`config.mk`:
```
export PLATFORM = sky130hd
export DESIGN_NAME = rsc_remote_ctrl
export DESIGN_NICKNAME = d
export VERILOG_FILES = /design/src/hdl/rsc_pkg.sv /design/src/hdl/rsc_freq_check.sv /design/src/hdl/rsc_remote_ctrl.sv
export SDC_FILE = /design/constraint.sdc
export NUM_CORES = 2
export LEC_CHECK = 0
export ABC_AREA = 1
export BUFFER_PORTS_ARGS = -buffer_cell sky130_fd_sc_hd__buf_2
export CORE_ASPECT_RATIO = 1.4
export CORE_MARGIN = 4
export CORE_UTILIZATION = 65
export DETAILED_ROUTE_END_ITERATION = 8
export PLACE_DENSITY = 0.83
export SLEW_MARGIN = 10
export SYNTH_ARGS = -nofsm -noshare
export SYNTH_HDL_FRONTEND = slang
export SYNTH_SLANG_ARGS = --single-unit
export TNS_END_PERCENT = 1
```
`constraint.sdc`:
```
create_clock -name ref_clk_i -period 32.4 [get_ports ref_clk_i]
set_input_delay 0 -clock ref_clk_i [delete_from_list [all_inputs] [get_ports ref_clk_i]]
set_output_delay 0 -clock ref_clk_i [all_outputs]
set_load 0.02 [all_outputs]
```
`src/hdl/rsc_pkg.sv`:
```
// Purpose: shared types and constants for the remote status and command decoder
// Assumes: commands arrive already tokenised by an upstream bus front end
// Notes: frequency values are carried in micro-units of the given suffix
package rsc_pkg;

	// status byte bit positions
	localparam int unsigned SB_PROG_ERR = 0;
	localparam int unsigned SB_SWEEP_END = 1;
	localparam int unsigned SB_SWEEP_RUN = 2;
	localparam int unsigned SB_HW_FAULT = 3;
	localparam int unsigned SB_READY = 4;
	localparam int unsigned SB_ERR_SUM = 5;
	localparam int unsigned SB_RQS = 6;
	localparam int unsigned SB_POWER = 7;

	// widths
	localparam int unsigned ARG_W = 48;
	localparam int unsigned FREQ_W = 44;
	localparam int unsigned SCALE_W = 20;
	localparam int unsigned PROD_W = ARG_W + SCALE_W;

	// reset values and the byte argument limit
	localparam logic [7:0] MASK_RST = 8'h00;
	localparam logic [7:0] ERR_NONE = 8'h00;
	localparam logic [5:0] MOD_RST = 6'h00;
	localparam logic [7:0] BYTE_MAX = 8'hFF;

	// error codes reported by the error-number query (arbitrary values)
	localparam logic [7:0] ERR_PARAM = 8'h01;
	localparam logic [7:0] ERR_FREQ = 8'h02;
	localparam logic [7:0] ERR_UNKNOWN = 8'h03;

	// suffix scale factors to micro-hertz
	localparam logic [SCALE_W-1:0] SCALE_HZ = 20'h00001;
	localparam logic [SCALE_W-1:0] SCALE_KHZ = 20'h003E8;
	localparam logic [SCALE_W-1:0] SCALE_MHZ = 20'hF4240;

	// frequency limits in micro-hertz
	localparam logic [PROD_W-1:0] FREQ_MAX_UHZ = 68'h0_0000_0BD2_CC61_D000;  // 13 MHz
	localparam logic [FREQ_W-1:0] FINE_LIMIT_UHZ = 44'h017_4876_E800;      // 100 kHz
	localparam logic [FREQ_W-1:0] COARSE_STEP_UHZ = 44'h000_0000_03E8;     // 1 mHz

	typedef enum logic [2:0] {
		OP_MOD_EN = 3'b000,
		OP_FREQ = 3'b001,
		OP_MASK = 3'b010,
		OP_ERR_QUERY = 3'b011,
		OP_OTHER = 3'b100
	} rsc_op_t;

	typedef enum logic [1:0] {
		SFX_HZ = 2'b00,
		SFX_KHZ = 2'b01,
		SFX_MHZ = 2'b10,
		SFX_NONE = 2'b11
	} rsc_suffix_t;

	typedef enum logic [1:0] {
		KW_NONE = 2'b00,
		KW_OFF = 2'b01,
		KW_ON = 2'b10,
		KW_BAD = 2'b11
	} rsc_keyword_t;

	// modulation enable selectors (index into the enable vector)
	localparam logic [2:0] MOD_A_EXT_AM = 3'h0;
	localparam logic [2:0] MOD_A_EXT_PM = 3'h1;
	localparam logic [2:0] MOD_A_INT_AM = 3'h2;
	localparam logic [2:0] MOD_A_INT_PM = 3'h3;
	localparam logic [2:0] MOD_B_EXT_AM = 3'h4;
	localparam logic [2:0] MOD_B_EXT_PM = 3'h5;
	localparam int unsigned MOD_N = 6;

	typedef struct packed {
		rsc_op_t op;
		logic [2:0] sel;
		rsc_keyword_t keyword;
		logic [ARG_W-1:0] value;
		rsc_suffix_t suffix;
	} rsc_cmd_t;

endpackage

```
`src/hdl/rsc_freq_check.sv`:
```
// Purpose: scale a frequency argument to micro-hertz, range check and apply resolution
// Assumes: start is a one-cycle pulse; result follows on the next edge
// Notes: above the fine band the value is truncated to whole milli-hertz
`timescale 1ns/1ps
module rsc_freq_check (
	input wire logic ref_clk_i,                                   // 20 MHz clock
	input wire logic srst_i,                                      // sync reset, high
	input wire logic start_i,                                     // check request
	input wire logic [rsc_pkg::ARG_W-1:0] value_i,                // micro-units of suffix
	input wire rsc_pkg::rsc_suffix_t suffix_i,                    // unit suffix
	output logic done_o,                                          // result pulse
	output logic ok_o,                                            // value accepted
	output logic [rsc_pkg::FREQ_W-1:0] freq_o                     // micro-hertz
);

	logic done_q, done_d, ok_q, ok_d;
	logic [rsc_pkg::FREQ_W-1:0] freq_q, freq_d;
	logic [rsc_pkg::SCALE_W-1:0] scale;
	logic [rsc_pkg::PROD_W-1:0] prod;
	logic [rsc_pkg::FREQ_W-1:0] raw;

	// scale, range and resolution
	always_comb begin
		unique case (suffix_i)
			rsc_pkg::SFX_KHZ: scale = rsc_pkg::SCALE_KHZ;
			rsc_pkg::SFX_MHZ: scale = rsc_pkg::SCALE_MHZ;
			default: scale = rsc_pkg::SCALE_HZ;  // bare number means hertz
		endcase
		prod = rsc_pkg::PROD_W'(value_i) * rsc_pkg::PROD_W'(scale);
		raw = prod[rsc_pkg::FREQ_W-1:0];
		done_d = start_i;
		ok_d = ok_q;
		freq_d = freq_q;
		if (start_i) begin
			ok_d = (prod <= rsc_pkg::FREQ_MAX_UHZ); // RQ15
			if (raw < rsc_pkg::FINE_LIMIT_UHZ) begin
				freq_d = raw; // RQ15
			end else begin
				freq_d = raw - (raw % rsc_pkg::COARSE_STEP_UHZ); // RQ15
			end
		end
	end

	// result registers
	always_ff @(posedge ref_clk_i) begin
		if (srst_i) begin
			done_q <= 1'b0;
			ok_q <= 1'b0;
			freq_q <= '0;
		end else begin
			done_q <= done_d;
			ok_q <= ok_d;
			freq_q <= freq_d;
		end
	end

	assign done_o = done_q;
	assign ok_o = ok_q;
	assign freq_o = freq_q;

endmodule

```
`src/hdl/rsc_remote_ctrl.sv`:
```
// Purpose: status byte, service request, device clear, error query and command decode
// Assumes: tokenised commands, poll and clear strobes come from logic on ref_clk_i
// Notes: commands are taken only while cmd_ready_o is high
`timescale 1ns/1ps

// Functional notes
// RQ1 - status bit 5 (weight 32) is high whenever a programming or hardware error exists
// RQ2 - with mask 32 only the error summary bit can raise a service request
// RQ3 - mask argument is a weight sum; exactly those status bits may request service
// RQ4 - selective device clear empties the status byte and drops any service request; bits 2 to 5 still follow sweep, fault and ready
// RQ5 - polled status byte carries bit 6 while service is requested
// RQ6 - a programming error sets status bit 0
// RQ7 - a completed sweep sets status bit 1
// RQ8 - a running sweep shows as status bit 2
// RQ9 - a hardware fault sets status bit 3
// RQ10 - status bit 4 shows readiness to accept more bus data
// RQ11 - power-on or power failure sets status bit 7
// RQ12 - out-of-range arguments flag an error and may request service via the mask
// RQ13 - error query answers with one code, that of the pending error
// RQ14 - modulation enables take 0, 1, OFF or ON; 1 and ON enable
// RQ15 - center frequency 0 to 13 MHz, HZ/KILOHERTZ_SUFFIX/MEGAHERTZ_SUFFIX, 1 uHz below 100 kHz else 1 mHz
// RQ16 - every poll returns this device's own status byte
// RQ17 - a poll that reads the request bit clears it and drops the request
module rsc_remote_ctrl (
	input wire logic ref_clk_i,                       // 20 MHz clock
	input wire logic srst_i,                          // sync reset, high
	input wire logic cmd_valid_i,                     // command strobe
	input wire rsc_pkg::rsc_cmd_t cmd_i,              // tokenised command
	input wire logic spoll_i,                         // serial poll strobe
	input wire logic dev_clear_i,                     // selective device clear strobe
	input wire logic sweep_done_i,                    // sweep completed pulse
	input wire logic sweep_running_i,                 // sweep active level
	input wire logic hw_fault_i,                      // hardware fault level
	input wire logic power_event_i,                   // power failure pulse
	output logic cmd_ready_o,                         // can take a command
	output logic [7:0] status_byte_o,                 // live status byte
	output logic [7:0] poll_byte_o,                   // byte answered to a poll
	output logic poll_valid_o,                        // poll answer pulse
	output logic srq_o,                               // service request line
	output logic [7:0] err_code_o,                    // error query answer
	output logic err_valid_o,                         // error answer pulse
	output logic [rsc_pkg::MOD_N-1:0] mod_enable_o,   // modulation enables
	output logic [rsc_pkg::FREQ_W-1:0] center_freq_o  // center frequency, uHz
);

	// idle takes commands; freq waits for the range check to answer
	typedef enum logic {
		ST_IDLE = 1'b0,
		ST_FREQ = 1'b1
	} rsc_state_t;

	// registered state with next values
	rsc_state_t state_q, state_d;
	logic [7:0] mask_q, mask_d;
	logic [7:0] err_q, err_d;
	logic prog_err_q, prog_err_d;
	logic sweep_end_q, sweep_end_d;
	logic power_q, power_d;
	logic rqs_q, rqs_d;
	logic sum_q, sum_d;
	logic ready_q, ready_d;
	logic [7:0] status_q, status_d;
	logic [7:0] poll_byte_q, poll_byte_d;
	logic poll_valid_q, poll_valid_d;
	logic [7:0] err_out_q, err_out_d;
	logic err_valid_q, err_valid_d;
	logic [rsc_pkg::MOD_N-1:0] mod_q, mod_d;
	logic [rsc_pkg::FREQ_W-1:0] cf_q, cf_d;
	// frequency checker handshake
	logic chk_start, chk_done, chk_ok;
	logic [rsc_pkg::FREQ_W-1:0] chk_freq;
	// decode to status hand-over
	logic set_err, clr_err;
	logic [7:0] new_err;
	logic [7:0] cond;
	logic take;

	// decode an on/off argument: bit 1 is legal, bit 0 is the value
	// numbers other than 0 and 1 and a bad keyword come back as illegal
	function automatic logic [1:0] onoff(input rsc_pkg::rsc_keyword_t kw,
		input logic [rsc_pkg::ARG_W-1:0] val);
		logic [1:0] r;
		r = 2'b00;
		unique case (kw)
			rsc_pkg::KW_ON: r = 2'b11;
			rsc_pkg::KW_OFF: r = 2'b10;
			rsc_pkg::KW_NONE: begin
				if (val == '0) begin
					r = 2'b10;
				end else if (val == rsc_pkg::ARG_W'(1)) begin
					r = 2'b11;
				end
			end
			rsc_pkg::KW_BAD: r = 2'b00;
		endcase
		return r;
	endfunction

	// range check and resolution of the frequency argument, one edge after start;
	// the command lines only stand in the taking cycle, so the checker latches there
	rsc_freq_check u_freq_check (
		.ref_clk_i(ref_clk_i),
		.srst_i(srst_i),
		.start_i(chk_start),
		.value_i(cmd_i.value),
		.suffix_i(cmd_i.suffix),
		.done_o(chk_done),
		.ok_o(chk_ok),
		.freq_o(chk_freq)
	);

	// a command is taken only while ready; anything else is dropped silently
	assign take = cmd_valid_i && ready_q;

	// command decode and settings
	always_comb begin
		logic [1:0] oo;
		oo = onoff(cmd_i.keyword, cmd_i.value);
		state_d = state_q;
		mask_d = mask_q;
		mod_d = mod_q;
		cf_d = cf_q;
		chk_start = 1'b0;
		set_err = 1'b0;
		new_err = rsc_pkg::ERR_NONE;
		err_out_d = err_out_q;
		err_valid_d = 1'b0;
		clr_err = 1'b0;
		unique case (state_q)
			ST_IDLE: begin
				if (take) begin
					unique case (cmd_i.op)
						// a bad selector or argument leaves the enables untouched
						rsc_pkg::OP_MOD_EN: begin
							if (oo[1] && (cmd_i.sel < 3'(rsc_pkg::MOD_N))) begin
								mod_d[cmd_i.sel] = oo[0]; // RQ14
							end else begin
								set_err = 1'b1; // RQ12
								new_err = rsc_pkg::ERR_PARAM;
							end
						end
						// the range check takes a cycle; ready stays low meanwhile
						rsc_pkg::OP_FREQ: begin
							chk_start = 1'b1;
							state_d = ST_FREQ;
						end
						// mask bit 6 has no condition behind it, so it never requests
						rsc_pkg::OP_MASK: begin
							if (cmd_i.value <= rsc_pkg::ARG_W'(rsc_pkg::BYTE_MAX)) begin
								mask_d = cmd_i.value[7:0]; // RQ3
							end else begin
								set_err = 1'b1; // RQ12
								new_err = rsc_pkg::ERR_PARAM;
							end
						end
						// answer with the pending code; a new error this cycle still wins
						rsc_pkg::OP_ERR_QUERY: begin
							err_out_d = err_q; // RQ13
							err_valid_d = 1'b1;
							clr_err = 1'b1;
						end
						// unused operation codes are refused as unknown
						default: begin
							set_err = 1'b1;
							new_err = rsc_pkg::ERR_UNKNOWN;
						end
					endcase
				end
			end
			// the new value or an error lands together with the return to idle
			ST_FREQ: begin
				if (chk_done) begin
					state_d = ST_IDLE;
					if (chk_ok) begin
						cf_d = chk_freq; // RQ15
					end else begin
						set_err = 1'b1; // RQ12
						new_err = rsc_pkg::ERR_FREQ;
					end
				end
			end
		endcase
	end

	// decode registers
	always_ff @(posedge ref_clk_i) begin
		if (srst_i) begin
			state_q <= ST_IDLE;
			mask_q <= rsc_pkg::MASK_RST;
			mod_q <= rsc_pkg::MOD_RST;
			cf_q <= '0;
			err_out_q <= rsc_pkg::ERR_NONE;
			err_valid_q <= 1'b0;
		end else begin
			state_q <= state_d;
			mask_q <= mask_d;
			mod_q <= mod_d;
			cf_q <= cf_d;
			err_out_q <= err_out_d;
			err_valid_q <= err_valid_d;
		end
	end

	// sticky flag: hold until cleared; a set in the same cycle as a clear wins,
	// so an event that lands on a clear or a poll is never lost
	function automatic logic sticky(input logic set_now, input logic held,
		input logic clr_now);
		return set_now | (held & ~clr_now);
	endfunction

	// error record and sticky events; the error query and a device clear both empty
	// the pending code, a new error in the same cycle replaces it instead
	always_comb begin
		prog_err_d = sticky(set_err, prog_err_q, clr_err | dev_clear_i); // RQ6 RQ4
		if (set_err) begin
			err_d = new_err;
		end else if (clr_err || dev_clear_i) begin
			err_d = rsc_pkg::ERR_NONE;
		end else begin
			err_d = err_q;
		end
		sweep_end_d = sticky(sweep_done_i, sweep_end_q, dev_clear_i); // RQ7 RQ4
		power_d = sticky(power_event_i, power_q, dev_clear_i); // RQ11 RQ4
	end

	// error and event registers; power-on marks the power bit
	always_ff @(posedge ref_clk_i) begin
		if (srst_i) begin
			prog_err_q <= 1'b0;
			err_q <= rsc_pkg::ERR_NONE;
			sweep_end_q <= 1'b0;
			power_q <= 1'b1; // RQ11
		end else begin
			prog_err_q <= prog_err_d;
			err_q <= err_d;
			sweep_end_q <= sweep_end_d;
			power_q <= power_d;
		end
	end

	// condition bits and service request; only a rise of the masked summary raises
	// the request, so a condition that stays set cannot re-raise it after a poll
	always_comb begin
		ready_d = (state_d == ST_IDLE); // RQ10
		cond = 8'h00;
		cond[rsc_pkg::SB_PROG_ERR] = prog_err_q; // RQ6
		cond[rsc_pkg::SB_SWEEP_END] = sweep_end_q; // RQ7
		cond[rsc_pkg::SB_SWEEP_RUN] = sweep_running_i; // RQ8
		cond[rsc_pkg::SB_HW_FAULT] = hw_fault_i; // RQ9
		cond[rsc_pkg::SB_READY] = ready_q; // RQ10
		cond[rsc_pkg::SB_ERR_SUM] = prog_err_q | hw_fault_i; // RQ1
		cond[rsc_pkg::SB_POWER] = power_q; // RQ11
		sum_d = |(cond & mask_q); // RQ2 RQ3
		rqs_d = sticky(sum_d & ~sum_q, rqs_q, dev_clear_i | spoll_i); // RQ4 RQ17 RQ12
		status_d = cond;
		status_d[rsc_pkg::SB_RQS] = rqs_d;
	end

	// status and request registers; ready is high out of reset
	always_ff @(posedge ref_clk_i) begin
		if (srst_i) begin
			ready_q <= 1'b1;
			sum_q <= 1'b0;
			rqs_q <= 1'b0;
			status_q <= 8'h00;
		end else begin
			ready_q <= ready_d;
			sum_q <= sum_d;
			rqs_q <= rqs_d;
			status_q <= status_d;
		end
	end

	// poll answer; the request bit is the one seen before this poll drops it,
	// and the byte holds until the next poll
	always_comb begin
		poll_byte_d = poll_byte_q;
		poll_valid_d = 1'b0;
		if (spoll_i) begin
			poll_byte_d = cond; // RQ16
			poll_byte_d[rsc_pkg::SB_RQS] = rqs_q; // RQ5
			poll_valid_d = 1'b1;
		end
	end

	// poll answer registers
	always_ff @(posedge ref_clk_i) begin
		if (srst_i) begin
			poll_byte_q <= 8'h00;
			poll_valid_q <= 1'b0;
		end else begin
			poll_byte_q <= poll_byte_d;
			poll_valid_q <= poll_valid_d;
		end
	end

	// every output comes straight from a register, so the bus side never
	// sees a combinational glitch
	assign cmd_ready_o = ready_q;
	assign status_byte_o = status_q;
	assign poll_byte_o = poll_byte_q;
	assign poll_valid_o = poll_valid_q;
	assign srq_o = rqs_q; // RQ2
	assign err_code_o = err_out_q;
	assign err_valid_o = err_valid_q;
	assign mod_enable_o = mod_q;
	assign center_freq_o = cf_q;

endmodule

```
==> results.cfg <==
[finish]
filler_cell_count = 4636
final_design_area_no_fill_um2 = 38800
layout.nets = 5984
multi_input_comb_area_um2 = 29700
drive_above_1_share_pct = 17.5
register_area_um2 = 2620
synth_to_layout_area_growth_pct = 6.89

[sta]
post-route-period-util_pct = 91.1
final-setup-viol-count = 0
maxSlewHeadroom_pct = 30.1
fin_skew_ns = 0.0185
finalHoldViolCount = 0
final-max-slew-violation-count = 0
fmax_achieved_mhz = 33.9
post-route-min-period_ns = 29.51
tightestPinTransition_ns = 1.04

[placed_design]
dp_hpwl_um = 80400
gp_congestion = 0.999
postPlaceCellArea_um2 = 37800
io_buffers = 138

[clocking]
clock_transition_at_the_register_clock_pins_on_the_worst_setup_and_hold_paths_after_cts_ns = 0.07
clk_latency_ns = 0.44
tritoncts_num_sinks = 131
tritoncts = yes
cts.htree.levels = 4
cts-root-buf = sky130_fd_sc_hd__clkbuf_16
cts_made_buffers = 17
cts_buffer_depth = 2

[critical_path]
critical_path.most_common_cell = sky130_fd_sc_hd__nand2_2
r2r_cells = 10
rrSetupSlack_ns = 29.44
criticalPathCategory = in2reg
worstSetupEndpointType = flip-flop
worstPathRequired_ns = 32.75
worstPathMaxFanout = 16
crit_arrival_ns = 29.86
critPathLaunchType = primary input
worst_path_largest_cell_delay_ns = 0.59
cp_slowest_cell = sky130_fd_sc_hd__fa_1

[min_path]
hold_path_stages = 3
min_path_type = in2reg

[synth]
synth_seq_cells = 131
netlist_instances = 4905
postSynthAreaPerCell_um2 = 7.39
netlist_area_pre_place_um2 = 36300
synth_cell_types = 69
synth_edf_count = 0
synth-main-ff-cell = sky130_fd_sc_hd__dfxtp_1
synth_seq_area_share_pct = 7.23
ys_warn_count = 0
ys_async_sr_fraction_pct = 0

[detailed_routing]
avgRoutedWirePerCell_um = 16.3
via_count = 32417
m1WireLength_um = 35700
wl_met2_um = 49100
drt_drc_violations_left = 0
post_drt_via_cell_ratio = 5.59
dr.first_iter.drc_count = 1896
highest_layer = met4
dr_wl_met3_um = 4730
detail-route-antenna-nets = 0
first_pass_iters = 7
drt_wl_total_um = 94700

[global_routing]
groute.usage.overall_pct = 31.5
grt_max_degree = 99
grt_antenna_before_repair = 0
grt_pass1_vias = 33238
grt_first_pass_wirelength_um = 157000
grt.overflow.total = 0

[flow_run]
max_cap_violations = 0

[floorplan]
floorplan.die.height_um = 288
fp.coreArea_um2 = 55300
dieArea_um2 = 59700
core.rowCount = 102
die_width_um = 208
boundaryPins = 145
initial_core_util_pct = 65.6

[outcome]
status = finished, final reports clean
routing by layer:
metal	vias up	track usage, %
met3	302	2.59
met1	15323	35.8
met5	-	0
met2	1051	59.6
met4	0	14.9
li1	15741	-
flip-flops by register name, summed over array words and instances, names as in the netlist, 2 cells and up:
name,cells
center_freq_o,44
err_code_o,2
err_q,2
mask_q,7
mod_enable_o,6
poll_byte_o,8
status_byte_o,8
u_freq_check.freq_o,44
worst max-delay path: cells and delay by family:
kind | cells | cell delay (ns)
AND/OR/NAND/NOR | 175 | 18.52
adder cells (fa/ha/maj) | 10 | 4.73
AO/OA/AOI/OAI | 23 | 3.68
buffers and inverters | 34 | 2.48
XOR/XNOR | 1 | 0.25
cell families after synthesis:
| group | count (synthesis) | synth area share [%] |
|---|---|---|
| simple gates | 2027 | 28.6 |
| buf+inv | 1091 | 11.5 |
| fa+ha+maj | 855 | 38.5 |
| compound gates | 659 | 10.7 |
| xor+xnor | 140 | 3.38 |
| flops | 131 | 7.23 |
| other cells | 2 | 0.0207 |
worst paths after layout:
| kind | start | end |
|---|---|---|
| worst max-delay path | cmd_i[0] | u_freq_check.freq_o[39] |
| worst min-delay path | cmd_i[7] | mask_q[5] |
| worst max register to register | state_q | mod_enable_o[0] |
| worst min register to register | center_freq_o[8] | center_freq_o[8] |
timing repair:
item | CTS | global route
buffers inserted | 0 | 3
hold buffers | 21 | 0
setup endpoints to repair | 0 | 8
gates resized for setup | 0 | 16
endpoints found under the hold margin | 31 | 0
synth_stat cells (12+ instances only):
library cell               number  area, µm²
sky130_fd_sc_hd__inv_1        903       3390
sky130_fd_sc_hd__nand2_1      893       3350
sky130_fd_sc_hd__fa_1         433       8670
sky130_fd_sc_hd__ha_1         422       5280
sky130_fd_sc_hd__a21oi_1      260       1300
sky130_fd_sc_hd__nand2_2      252       1580
sky130_fd_sc_hd__nand3_1      252       1260
sky130_fd_sc_hd__nor2_1       245        920
sky130_fd_sc_hd__o21ai_0      157        786
sky130_fd_sc_hd__dfxtp_1      131       2620
sky130_fd_sc_hd__xor2_1       105        920
sky130_fd_sc_hd__inv_2         87        327
sky130_fd_sc_hd__nand3_2       80        801
sky130_fd_sc_hd__nor2_2        78        488
sky130_fd_sc_hd__nand2_4       72        811
sky130_fd_sc_hd__clkbuf_1      62        233
sky130_fd_sc_hd__o21ai_1       62        310
sky130_fd_sc_hd__nand4_1       49        307
sky130_fd_sc_hd__o211ai_1      35        263
sky130_fd_sc_hd__xnor2_1       35        307
sky130_fd_sc_hd__nor3_1        30        150
sky130_fd_sc_hd__o21ai_2       21        184
sky130_fd_sc_hd__nor2_4        20        225
sky130_fd_sc_hd__o21bai_1      20        150
sky130_fd_sc_hd__nor4_1        16        100
sky130_fd_sc_hd__a31oi_1       14       87.6
sky130_fd_sc_hd__nand3b_1      12       90.1
per-stage QoR:
stage | std cells | setup WS [ns] | utilization (%) | hold WS, ns | TNS, ns
floorplan | 4944 | 5.75 | - | 0.103 | 0
global placement | 5747 | 2.58 | 68.5 | 0.207 | 0
detailed placement | 5747 | 2.02 | 68.5 | 0.221 | 0
CTS | 5800 | 2.38 | 69.9 | 0.000586 | 0
global route | 5803 | -0.000529 | 70.2 | 0.0277 | -0.000529
finish | 5804 | 2.89 | 70.2 | 0.0138 | 0
area by class of cell:
type	count	share of cell area, %
multi-input combinational	3722	76.6
tap	728	2.35
inverter	1013	9.95
clock buffer	18	1.11
timing repair buffer	177	2.78
antenna	1	0.00645
clock inverter	14	0.429
sequential	131	6.76
layout by cell type (no fill, tap or decap), drive strengths merged, types with 2 or more instances in the layout:
cell,netlist,layout
nand2,1219,1219
inv,1001,1009
fa,433,433
ha,422,422
nor2,343,343
nand3,340,340
a21oi,271,271
o21ai,241,241
buf,16,156
dfxtp,131,131
xor2,105,105
nand4,49,49
conb,2,41
o211ai,37,37
xnor2,35,35
nor3,30,30
o21bai,28,28
dlygate4sd3,0,21
clkbuf,62,18
nor4,16,16
a21o,16,16
a31oi,14,14
nand3b,13,13
and2,13,13
clkinv,11,12
a31o,8,8
o22ai,7,7
o21a,7,7
o31ai,7,7
a21boi,5,5
a211oi,4,4
o2111ai,3,3
or2,3,3
clkinvlp,0,3
bufinv,1,3
o221ai,2,2
o41ai,2,2
o311ai,2,2
a221oi,2,2
Power is left out: the tool's default activity adds up to more than one toggle a clock period on the data nets, which glitch-free logic cannot reach.
